$ cat src/otd_pkg.sv
// shared constants, types and register map of the operand transfer datapath
package otd_pkg;
    localparam int          WORD_W        = 25;
    localparam int          MAG_W         = 24;
    localparam int          SIGN_BIT      = 24;
    localparam int          ADDR_W        = 15;
    localparam int          NUM_AR        = 4;
    localparam int          NUM_XR        = 16;
    localparam int          DIGITS        = 6;
    // opcodes are printed as two hex digits
    localparam logic [5:0]  OP_STORE      = 6'h08;
    localparam logic [5:0]  OP_STORE_NEG  = 6'h09;
    localparam logic [5:0]  OP_LOAD       = 6'h0a;
    localparam logic [5:0]  OP_LOAD_NEG   = 6'h0b;
    localparam logic [5:0]  OP_LOAD_FIELD = 6'h0c;
    localparam logic [5:0]  OP_DEC_ADD    = 6'h10;
    localparam logic [3:0]  XS3_ZERO      = 4'h3;
    localparam logic [4:0]  BOUND_BIAS    = 5'h04;
    localparam logic [4:0]  BOUND_MAX     = 5'h1b;
    // register map, byte addresses
    localparam logic [7:0]  OFF_AR_BASE   = 8'h00;
    localparam logic [7:0]  OFF_CTRL      = 8'h10;
    localparam logic [7:0]  OFF_STAT      = 8'h14;
    localparam logic [7:0]  OFF_XR_BASE   = 8'h40;
    localparam int          CTRL_EN_BIT   = 0;
    localparam logic        CTRL_EN_RST   = 1'b1;
    localparam int          STAT_ZERO_BIT = 0;
    localparam int          STAT_BUSY_BIT = 1;
    localparam int          STAT_CWERR_BIT = 2;

    typedef struct packed {
        logic             ia;
        logic [3:0]       xsel;
        logic [5:0]       op;
        logic [3:0]       bank;
        logic [9:0]       m;
    } otd_instr_s;

    typedef struct packed {
        logic             ia;
        logic [3:0]       xsel;
        logic [4:0]       left;
        logic [4:0]       right;
        logic [9:0]       m;
    } otd_field_control_word_s;

    typedef struct packed {
        logic             rd;
        logic             wr;
        logic [ADDR_W-1:0] addr;
        logic [WORD_W-1:0] wdata;
    } otd_mem_req_s;

    typedef enum logic [6:0] {
        ST_IDLE  = 7'h01,
        ST_CTRL  = 7'h02,
        ST_CWAN  = 7'h04,
        ST_OPRD  = 7'h08,
        ST_EXEC  = 7'h10,
        ST_STCLR = 7'h20,
        ST_STWR  = 7'h40
    } otd_state_e;
endpackage

$ cat src/otd_datapath.sv
// operand transfer and decimal add datapath with apb register access
//
// Implementation choices: the APB interface to the registers and the address map.
`timescale 1ns/1ps
module otd_datapath
    import otd_pkg::*;
(
    input  wire logic         clk_i,
    input  wire logic         sys_rst_i,
    input  wire otd_instr_s   instr_i,
    input  wire logic         instr_valid_i,
    output logic              instr_ready_o,
    output logic              done_o,
    output otd_mem_req_s      mem_req_o,
    input  wire logic [24:0]  mem_rdata_i,
    output logic              zero_result_flag_o,
    input  wire logic         psel,
    input  wire logic         penable,
    input  wire logic         pwrite,
    input  wire logic [7:0]   paddr,
    input  wire logic [31:0]  pwdata,
    output logic [31:0]       prdata,
    output logic              pready,
    output logic              pslverr
);
    otd_state_e        st_r, st_nxt;
    logic [WORD_W-1:0] ar_r [NUM_AR];
    logic [ADDR_W-1:0] xr_r [NUM_XR];
    logic [5:0]        op_r;
    logic [3:0]        bank_r, pend_r;
    logic              field_control_word_r, en_r, cwerr_r, zero_flag_r;
    logic [ADDR_W-1:0] addr_r;
    logic [MAG_W-1:0]  mask_r;
    logic [31:0]       prdata_r;

    // decode of the incoming instruction
    wire op_is_ld   = instr_i.op == OP_LOAD || instr_i.op == OP_LOAD_NEG;
    wire op_is_st   = instr_i.op == OP_STORE || instr_i.op == OP_STORE_NEG;
    wire op_ours    = op_is_ld || op_is_st || instr_i.op == OP_LOAD_FIELD
                      || instr_i.op == OP_DEC_ADD;
    wire accept     = instr_valid_i && instr_ready_o;
    wire [ADDR_W-1:0] m_idx = {5'h00, instr_i.m} + xr_r[instr_i.xsel];
    wire cur_store  = op_r == OP_STORE || op_r == OP_STORE_NEG;

    // control word analysis
    otd_field_control_word_s cw;
    assign cw = mem_rdata_i;
    wire cw_field_control_word = cw.left != 5'h00;
    wire cw_bad  = cw_field_control_word && cw.ia;
    wire [ADDR_W-1:0] cw_addr = cw_field_control_word ? ({5'h00, cw.m} + xr_r[cw.xsel])
                                        : cw[ADDR_W-1:0];
    logic [MAG_W-1:0] cw_mask;
    genvar b;
    generate
        for (b = 0; b < MAG_W; b++) begin : g_mask
            // boundaries are excess-four coded bit positions
            assign cw_mask[b] = (5'(b) + BOUND_BIAS >= cw.right)
                                && (5'(b) + BOUND_BIAS <= cw.left);
        end
    endgenerate

    function automatic logic [1:0] low_idx(input logic [3:0] v);
        low_idx = v[0] ? 2'd0 : v[1] ? 2'd1 : v[2] ? 2'd2 : 2'd3;
    endfunction

    // algebraic excess-three add, 6 digits plus sign
    function automatic logic [WORD_W-1:0] xs3_add(input logic [WORD_W-1:0] a,
                                                  input logic [WORD_W-1:0] c);
        logic [MAG_W-1:0] ba, bc, x, y, r;
        logic [4:0]       t;
        logic             cy, sg;
        ba = '0;
        bc = '0;
        r  = '0;
        for (int i = 0; i < DIGITS; i++) begin
            // pure binary zero digit counts as excess-three zero
            ba[4*i+:4] = (a[4*i+:4] == 4'h0) ? 4'h0 : a[4*i+:4] - XS3_ZERO;
            bc[4*i+:4] = (c[4*i+:4] == 4'h0) ? 4'h0 : c[4*i+:4] - XS3_ZERO;
        end
        cy = 1'b0;
        if (a[SIGN_BIT] == c[SIGN_BIT]) begin
            sg = a[SIGN_BIT];
            for (int i = 0; i < DIGITS; i++) begin
                t  = {1'b0, ba[4*i+:4]} + {1'b0, bc[4*i+:4]} + {4'h0, cy};
                cy = t >= 5'd10;
                r[4*i+:4] = cy ? 4'(t - 5'd10) : t[3:0];
            end
        end else begin
            // subtract the smaller magnitude, no recomplement pass needed
            x  = (ba >= bc) ? ba : bc;
            y  = (ba >= bc) ? bc : ba;
            sg = (ba >= bc) ? a[SIGN_BIT] : c[SIGN_BIT];
            for (int i = 0; i < DIGITS; i++) begin
                t  = {1'b0, x[4*i+:4]} - {1'b0, y[4*i+:4]} - {4'h0, cy};
                cy = t[4];
                r[4*i+:4] = cy ? 4'(t + 5'd10) : t[3:0];
            end
        end
        if (r == '0) begin
            sg = 1'b0;
        end
        for (int i = 0; i < DIGITS; i++) begin
            r[4*i+:4] = r[4*i+:4] + XS3_ZERO;
        end
        xs3_add = {sg, r};
    endfunction

    // execute-stage operand shaping
    wire [MAG_W-1:0]  mem_mag  = mem_rdata_i[MAG_W-1:0];
    wire              mem_sgn  = mem_rdata_i[SIGN_BIT];
    wire [1:0]        prim_idx = low_idx(bank_r);
    wire [WORD_W-1:0] sec_op   = field_control_word_r ? {1'b0, mem_mag & mask_r} : mem_rdata_i;
    wire [WORD_W-1:0] sum_w    = xs3_add(ar_r[prim_idx], sec_op);
    wire              sum_zero = sum_w == {1'b0, {DIGITS{XS3_ZERO}}};
    wire              do_exec  = st_r == ST_EXEC;

    // apb decode
    wire       apb_acc  = psel && penable;
    wire       hit_ar   = paddr[7:4] == OFF_AR_BASE[7:4] && paddr[1:0] == 2'b00;
    wire       hit_ctrl = paddr == OFF_CTRL;
    wire       hit_stat = paddr == OFF_STAT;
    wire       hit_xr   = paddr[7:6] == OFF_XR_BASE[7:6] && paddr[1:0] == 2'b00;
    wire       apb_hit  = hit_ar || hit_ctrl || hit_stat || hit_xr;
    wire       apb_wr   = apb_acc && pwrite;
    wire [1:0] ar_sel   = paddr[3:2];
    wire [3:0] xr_sel   = paddr[5:2];
    logic [31:0] rd_mux;
    always_comb begin
        rd_mux = 32'h0000_0000;
        if (hit_ar) begin
            rd_mux = {7'h00, ar_r[ar_sel]};
        end else if (hit_xr) begin
            rd_mux = {17'h0_0000, xr_r[xr_sel]};
        end else if (hit_ctrl) begin
            rd_mux[CTRL_EN_BIT] = en_r;
        end else if (hit_stat) begin
            rd_mux[STAT_ZERO_BIT]  = zero_flag_r;
            rd_mux[STAT_BUSY_BIT]  = st_r != ST_IDLE;
            rd_mux[STAT_CWERR_BIT] = cwerr_r;
        end
    end
    assign pready  = 1'b1;
    assign pslverr = apb_acc && !apb_hit;
    assign prdata  = prdata_r;

    // state sequencing
    always_comb begin
        st_nxt = st_r;
        case (st_r)
            ST_IDLE: begin
                if (accept && op_ours) begin
                    st_nxt = instr_i.ia ? ST_CTRL : op_is_st ? ST_STCLR : ST_OPRD;
                end
            end
            ST_CTRL:  st_nxt = ST_CWAN;
            ST_CWAN:  st_nxt = cw_bad ? ST_IDLE : cur_store ? ST_STCLR : ST_EXEC;
            ST_OPRD:  st_nxt = ST_EXEC;
            ST_EXEC:  st_nxt = ST_IDLE;
            ST_STCLR: st_nxt = ST_STWR;
            ST_STWR:  st_nxt = (pend_r & (pend_r - 4'h1)) != 4'h0 ? ST_STCLR : ST_IDLE;
            default:  st_nxt = ST_IDLE;
        endcase
    end

    assign instr_ready_o      = st_r == ST_IDLE && en_r;
    assign done_o             = (do_exec || (st_r == ST_STWR && st_nxt == ST_IDLE)
                                 || (st_r == ST_CWAN && cw_bad));
    assign zero_result_flag_o = zero_flag_r;

    // memory request; foreign opcodes never leave idle so nothing is driven
    wire [1:0] st_idx = low_idx(pend_r);
    wire [WORD_W-1:0] st_word = {ar_r[st_idx][SIGN_BIT] ^ (op_r == OP_STORE_NEG),
                                 ar_r[st_idx][MAG_W-1:0]};
    assign mem_req_o.rd    = st_r == ST_CTRL || st_r == ST_OPRD
                             || (st_r == ST_CWAN && !cur_store && !cw_bad);
    // an empty bank names no register, so a store must not touch memory
    assign mem_req_o.wr    = (st_r == ST_STCLR || st_r == ST_STWR) && pend_r != 4'h0;
    assign mem_req_o.addr  = (st_r == ST_CWAN) ? cw_addr : addr_r;
    // target is zeroed one cycle before the data lands
    assign mem_req_o.wdata = (st_r == ST_STWR) ? st_word : '0;

    always_ff @(posedge clk_i) begin
        if (sys_rst_i) begin
            st_r    <= ST_IDLE;
            op_r    <= 6'h00;
            bank_r  <= 4'h0;
            pend_r  <= 4'h0;
            addr_r  <= '0;
        end else begin
            st_r <= st_nxt;
            if (accept && op_ours) begin
                op_r   <= instr_i.op;
                bank_r <= instr_i.bank;
                pend_r <= instr_i.bank;
                addr_r <= m_idx;
            end else if (st_r == ST_CWAN) begin
                addr_r <= cw_addr;
            end else if (st_r == ST_STWR) begin
                // more significant words sit at lower addresses
                pend_r <= pend_r & (pend_r - 4'h1);
                addr_r <= addr_r - 15'h0001;
            end
        end
    end

    always_ff @(posedge clk_i) begin
        if (sys_rst_i) begin
            field_control_word_r <= 1'b0;
            mask_r <= '1;
        end else if (accept) begin
            field_control_word_r <= 1'b0;
            mask_r <= '1;
        end else if (st_r == ST_CWAN && cw_field_control_word) begin
            field_control_word_r <= !cur_store;
            mask_r <= cw_mask;
        end
    end

    always_ff @(posedge clk_i) begin
        if (sys_rst_i) begin
            en_r        <= CTRL_EN_RST;
            cwerr_r     <= 1'b0;
            zero_flag_r <= 1'b0;
            prdata_r    <= 32'h0000_0000;
        end else begin
            if (apb_wr && hit_ctrl) begin
                en_r <= pwdata[CTRL_EN_BIT];
            end
            // a new fault wins over a same-cycle clear
            if (st_r == ST_CWAN && cw_bad) begin
                cwerr_r <= 1'b1;
            end else if (apb_wr && hit_stat && pwdata[STAT_CWERR_BIT]) begin
                cwerr_r <= 1'b0;
            end
            if (do_exec && op_r == OP_DEC_ADD && bank_r != 4'h0) begin
                zero_flag_r <= sum_zero;
            end
            if (psel && !penable) begin
                prdata_r <= rd_mux;
            end
        end
    end

    // index registers; entry 0 means no modification
    genvar k;
    generate
        for (k = 0; k < NUM_XR; k++) begin : g_xr
            always_ff @(posedge clk_i) begin
                if (sys_rst_i || k == 0) begin
                    xr_r[k] <= '0;
                end else if (apb_wr && hit_xr && xr_sel == 4'(k)) begin
                    xr_r[k] <= pwdata[ADDR_W-1:0];
                end
            end
        end
        for (k = 0; k < NUM_AR; k++) begin : g_ar
            logic [WORD_W-1:0] ld_val;
            logic              exec_wr;
            // field load starts from the old register, plain loads from zero
            wire [MAG_W-1:0] base = (op_r == OP_LOAD_FIELD) ? ar_r[k][MAG_W-1:0]
                                                             : '0;
            wire [MAG_W-1:0] mrg  = (base & ~mask_r) | (mem_mag & mask_r);
            always_comb begin
                ld_val  = ar_r[k];
                exec_wr = 1'b0;
                case (op_r)
                    OP_LOAD: begin
                        exec_wr = bank_r[k];
                        ld_val  = {mem_sgn && !field_control_word_r, mrg};
                    end
                    OP_LOAD_NEG: begin
                        exec_wr = bank_r[k];
                        ld_val  = {field_control_word_r || !mem_sgn, mrg};
                    end
                    OP_LOAD_FIELD: begin
                        exec_wr = bank_r[k];
                        ld_val  = {ar_r[k][SIGN_BIT], mrg};
                    end
                    OP_DEC_ADD: begin
                        // single destination: the lowest named register
                        exec_wr = bank_r[k] && prim_idx == 2'(k);
                        ld_val  = sum_w;
                    end
                    default: begin
                        exec_wr = 1'b0;
                        ld_val  = ar_r[k];
                    end
                endcase
            end
            always_ff @(posedge clk_i) begin
                if (sys_rst_i) begin
                    ar_r[k] <= '0;
                end else if (do_exec && exec_wr) begin
                    ar_r[k] <= ld_val;
                end else if (apb_wr && hit_ar && ar_sel == 2'(k)) begin
                    ar_r[k] <= pwdata[WORD_W-1:0];
                end
            end
        end
    endgenerate
endmodule

$ cat config.mk
export PLATFORM = sky130hd
export DESIGN_NAME = otd_datapath
export DESIGN_NICKNAME = d
export VERILOG_FILES = /design/src/otd_pkg.sv /design/src/otd_datapath.sv
export SDC_FILE = /design/constraint.sdc
export NUM_CORES = 2
export LEC_CHECK = 0
export ABC_AREA = 0
export BUFFER_PORTS_ARGS = -buffer_cell sky130_fd_sc_hd__buf_2
export CORE_MARGIN = 4
export CORE_UTILIZATION = 30
export CTS_CLUSTER_DIAMETER = 200
export DETAILED_ROUTE_END_ITERATION = 6
export PLACE_DENSITY = 0.49
export SYNTH_ARGS = -nofsm -noshare
export SYNTH_HDL_FRONTEND = slang
export SYNTH_SLANG_ARGS = --single-unit
export TNS_END_PERCENT = 50
$ cat constraint.sdc
create_clock -name clk_i -period 18.4 [get_ports clk_i]
set_clock_uncertainty 0.1 [all_clocks]
set_input_delay 1.84 -clock clk_i [delete_from_list [all_inputs] [get_ports clk_i]]
set_output_delay 1.84 -clock clk_i [all_outputs]
set_load 0.02 [all_outputs]
; ---- Word level (Yosys, flattened, before mapping)
; Memory sizes are Yosys's and may differ from the RTL's.
; Cells that the tools add are included.
[word_totals]
ramBits = 340
register_bits = 96
out_inout_bits = 79
n_memories = 2
elab_cells = 501
[classes]
order_cmp = 55
add_sub_neg = 56
bitwise = 35
reduce_logical = 123
muxes = 171
eq_ne = 48
[mem_list]
columns = memory, depth, width, read_ports, rd_clocked_by_memory_dff, write_ports, line_no
row1 = xr_r, 16, 15, 3, 0, 16, otd_datapath.sv:28  ; logic [ADDR_W-1:0] xr_r [NUM_XR];
row2 = ar_r, 4, 25, 7, 0, 4, otd_datapath.sv:27  ; logic [WORD_W-1:0] ar_r [NUM_AR];
[ops]
columns = operator, n
row1 = case mux 25 bit (4 select lines), 4
row2 = two-way mux 15 bit, 20
row3 = two-way mux 25 bit, 11
row4 = two-way mux 24 bit, 7
row5 = AND 24 bit, 5
row6 = two-way mux 4 bit, 27
row7 = bitwise OR 24 bit, 4
row8 = two-way mux 1 bit, 83
row9 = logical AND 1 bit, 75
row10 = "== test 6 x 4 -> 1 bit, second input constant", 10
row11 = ">= comparator 5 bit, first input constant", 12
row12 = "<= comparator 5 bit, first input constant", 12
row13 = logical NOT 4 bit, 13
row14 = "subtractor 4 x 2 -> 4 bit, second input constant", 12
row15 = case mux 7 bit (6 select lines), 1
row16 = ">= comparator 4 x 5 -> 1 bit, first input constant", 8
row17 = "<= comparator 4 x 5 -> 1 bit, first input constant", 8
row18 = "== test 4 bit, second input constant", 8
row19 = adder 10 x 15 -> 15 bit, 2
row20 = adder 4 x 4 -> 5 bit, 6
row21 = ">= comparator 5 x 4 -> 1 bit, second input constant", 6
row22 = two-way mux 6 bit, 5
row23 = subtractor 4 x 4 -> 5 bit, 6
row24 = adder 5 x 1 -> 5 bit, 5
row25 = 47 further kinds, 138

; ---- Logic depth before layout (Yosys ltp)
; An unclocked memory read counts as a cell.
[logic_depth]
word_depth = 25
mapped_depth = 81
depth_no_buf = 75

; ---- Worst setup path after synthesis
; Ideal clock, no wire load.
[synth_path]
kind = in2reg
startpoint = input port mem_rdata_i[0]
endpoint = memory ar_r[0][24] (data pin)
t_required_ns = 18.042
setup_slack_ns = 2.836
setup_ns = 0.258
stages = 72
t_arrival_ns = 15.206
path_cell_list = a21boi_0 -> inv_1 -> ha_1 -> nand2b_1 -> mux2_2 -> ha_1 -> clkbuf_1 -> nand2_1 -> o21ai_0 -> a21o_1 -> nand2_1 -> o21ai_1 -> buf_2 -> clkbuf_1 -> a21oi_1 -> ha_1 -> nand2_1 -> nand2_1 -> (+36 left out) -> o21ai_1 -> xor2_1 -> ha_1 -> a21o_1 -> fa_1 -> nand2b_1 -> a21o_1 -> a2111oi_0 -> and3b_1 -> xnor2_1 -> o21ai_0 -> ha_1 -> and4_1 -> o2111ai_1 -> and4bb_2 -> a31oi_1 -> o21ai_0 -> nand2_1
[synth_rtl]
columns = element, line_no
row1 = from (decl), otd_datapath.sv:15  ; input wire logic [24:0] mem_rdata_i,
row2 = to (decl), otd_datapath.sv:27

==> run summary <==
Die ar. - 115000 sq um
GP Congestion - 0.888
Most frequent CP cell - a21oi_1
Fraction of layout cells with a size suffix above 1 - 0.197
Worst-case reg-to-reg path depth - 72
Ranking of synthesized cells by area - edfxtp_1, mux4_2, dfxtp_1
Setup Fix Bufs, Post-CTS - 0
Cts bufs inserted - 50
Max Clk Rate - 58.7 MHz
Site Rows - 121
Period minus WS final - 17040 ps
# DRC - 0
Placed insts - 4698
Wirelength per Cell - 29.0 um
Post_cts resized - 0
CTS tree - yes
Sequential Area - 11500 sq um
Filler cells - 11000
Cell variety after synth - 85
CTS root buffer - clkbuf_16
CP arrival - 17260 ps
Die X - 339 um
Worst min path class - flop to flop
Hold path cells - 2
Global-route wire length before repair - 197000 um
Clk slew on worst S/H paths - 60 ps
Via-to-Cell Ratio - 5.89
Area delta synth->final - 12.1%
Clock buffer depth - 3
Sequential area share after synthesis - 0.351
Sinks on Clock Net - 414
Leak - 0.0138 uW
Area taken by multi-input logic gates - 20100 sq um
Slowest-stage cell, CP - a2111oi_1
Starting DRC count in detailed routing - 3473
Post-synthesis average cell area - 9.97 sq um
Antenna Nets Post-Route - 0
Final WL - 139000 um
I/O Buffers - 159
Status - finished, final reports clean
Total gr overflow - 0
H-Tree Depth - 2
Final hold vios - 0
Area share of the largest cell type after synthesis - 0.297
TNS Setup - 0 ps
Crit path required time - 18630 ps
Worst slew pin tran - 1240 ps
Synth warn - 0
Setup CP Type - input pin to flop
Worst-path maximum fanout - 15
RSZ-0062 raised after global routing - false
Placed Area - 35200 sq um
Top-count cell post-synth - nand2_1
Synth Flop Type - edfxtp_1
Worst rel slew slack - 0.173
Synth Instances - 3300
Max incr delay on CP - 490 ps
Slew Viols, Final - 0
CORE AREA - 109000 sq um
Mapped cell area - 32900 sq um
DR pass1 iterations - 7
Setup crit end kind - flop
Die Span Y - 339 um
Period Utilization, post-route - 0.926
Skew-Pair Late Insertion Delay - 640 ps
Final instance area - 36900 sq um
Largest net degree at the start of global routing - 77
Power Density - 94.8 nW/um^2
FF+latch count, synth - 414
Worst setup SP type - input pin
Area leader, netlist - edfxtp_1
Via count - 28300
# hold bufs at CTS - 0
Synth top cells by count - nand2_1, edfxtp_1, nor2_1
Tot GR Track Use - 0.232
Layout Nets - 3575
Finished Layout Cells - 4795
Final HPWL DP - 95900 um
Initial Utilization - 0.302
Max-cap violation count - 0
Maximum vdd ir drop - 0.0708 mV
# setup viols final - 0
Vias in the first global route - 27000
Post-synth EDFFs - 325
Initial antenna violation count - 6
# IOs - 175
Async SR Flop Fraction - 0
[report_power, final]
| group | switching [uW] | total [uW] | internal [uW] |
|---|---|---|---|
| clock network | 443 | 1020 | 573 |
| registers | 37.0 | 1090 | 1050 |
| logic | 859 | 1390 | 535 |
| total | 1340 | 3500 | 2160 |
[flip-flops by register name, indices dropped and copies added (netlist names), 4 cells and up]
name and count:
xr_r 225, ar_r 100, prdata 25, mask_r 24, addr_r 15, st_r 7
op_r 6, bank_r 4, pend_r 4
[through the flow]
step / hold WS [ps] / total power [uW] / util / setup WS (ps)
5_1_grt: 369 / 3660 / 0.339 / 53.7
3_5_place_dp: 346 / 2460 / 0.323 / 530
3_3_place_gp: 344 / 2460 / 0.323 / 726
4_1_cts: 355 / 3480 / 0.338 / 1120
6_report: 355 / 3500 / 0.339 / 1360
2_1_floorplan: 339 / 2000 / - / 2840
[kinds of logic after synthesis]
family | share of synthesized area
other | 0.000228
buffers and inverters | 0.0454
AND/OR/NAND/NOR | 0.176
XOR/XNOR | 0.0226
AO/OA/AOI/OAI | 0.167
flip-flops | 0.351
adder cells (fa/ha/maj) | 0.0587
multiplexers | 0.179
[area by class of cell]
cell class / instances / share of cell area
multi-input cells: 2512 / 0.544
flip-flops and latches: 414 / 0.313
well taps: 1414 / 0.0480
repair buffers: 235 / 0.0375
clock buffers: 64 / 0.0362
inverters: 123 / 0.0125
clock inverters: 28 / 0.00794
diodes: 5 / 0.000339
[layer usage]
metal  share of wire  routed length (um)  GRT usage  up-vias
li1                -                   -          -    12500
met1            0.43               59500      0.318    14100
met2            0.45               62200      0.365     1420
met3           0.088               12300     0.0488      238
met4           0.037                5090     0.0790        4
met5         0.00020                  28          0        -
[worst max-delay path, delay by kind of cell]
| family | cells | cell delay, ps |
|---|---|---|
| AOI/OAI and AO/OA | 29 | 6120 |
| adders and majority gates | 13 | 3910 |
| and+or+nand+nor | 15 | 2950 |
| xor gates and xnor gates | 6 | 1190 |
| buffers and inverters | 4 | 650 |
| muxes | 2 | 580 |
[cell usage in the layout, fill, tap and decap left out, types with 14 or more instances in the layout]
master     netlist  layout
xnor2_1         41      41
nor2_1         254     234
edfxtp_1       325     325
and3_1          18      18
or2_2           14      14
a31oi_1         21      21
buf_2            3     154
nand2b_1        43      43
nor3_1          47      44
dfxtp_1         89      86
nor2_2           0      16
mux2i_1         39      38
mux2_2          75      75
buf_4           13      80
a22o_1          57      57
o211ai_1        26      26
a21o_1          30      30
clkbuf_16        0      51
mux4_2         205     205
nand2_1        379     379
or3_1           14      14
a211oi_1        37      37
ha_1           124     124
o21ai_0        138     135
fa_1            19      19
and2_1         240     240
a22oi_1         38      38
inv_1          122     122
nor2b_1         35      29
a21boi_0        17      17
a21oi_1        167     166
a32o_1          67      67
nand3_1         58      58
xor2_1          37      36
nand4_1         15      15
a221oi_1        44      44
[worst paths after layout]
kind                   startpoint           to  slack [ps]
setup / recovery  mem_rdata_i[18]  ar_r[2][24]        1360
hold / removal         prdata[19]   prdata[19]         350
setup reg to reg        bank_r[2]  ar_r[2][24]        1410
hold reg to reg        prdata[19]   prdata[19]         350
Power figures use the tool's default switching activity.
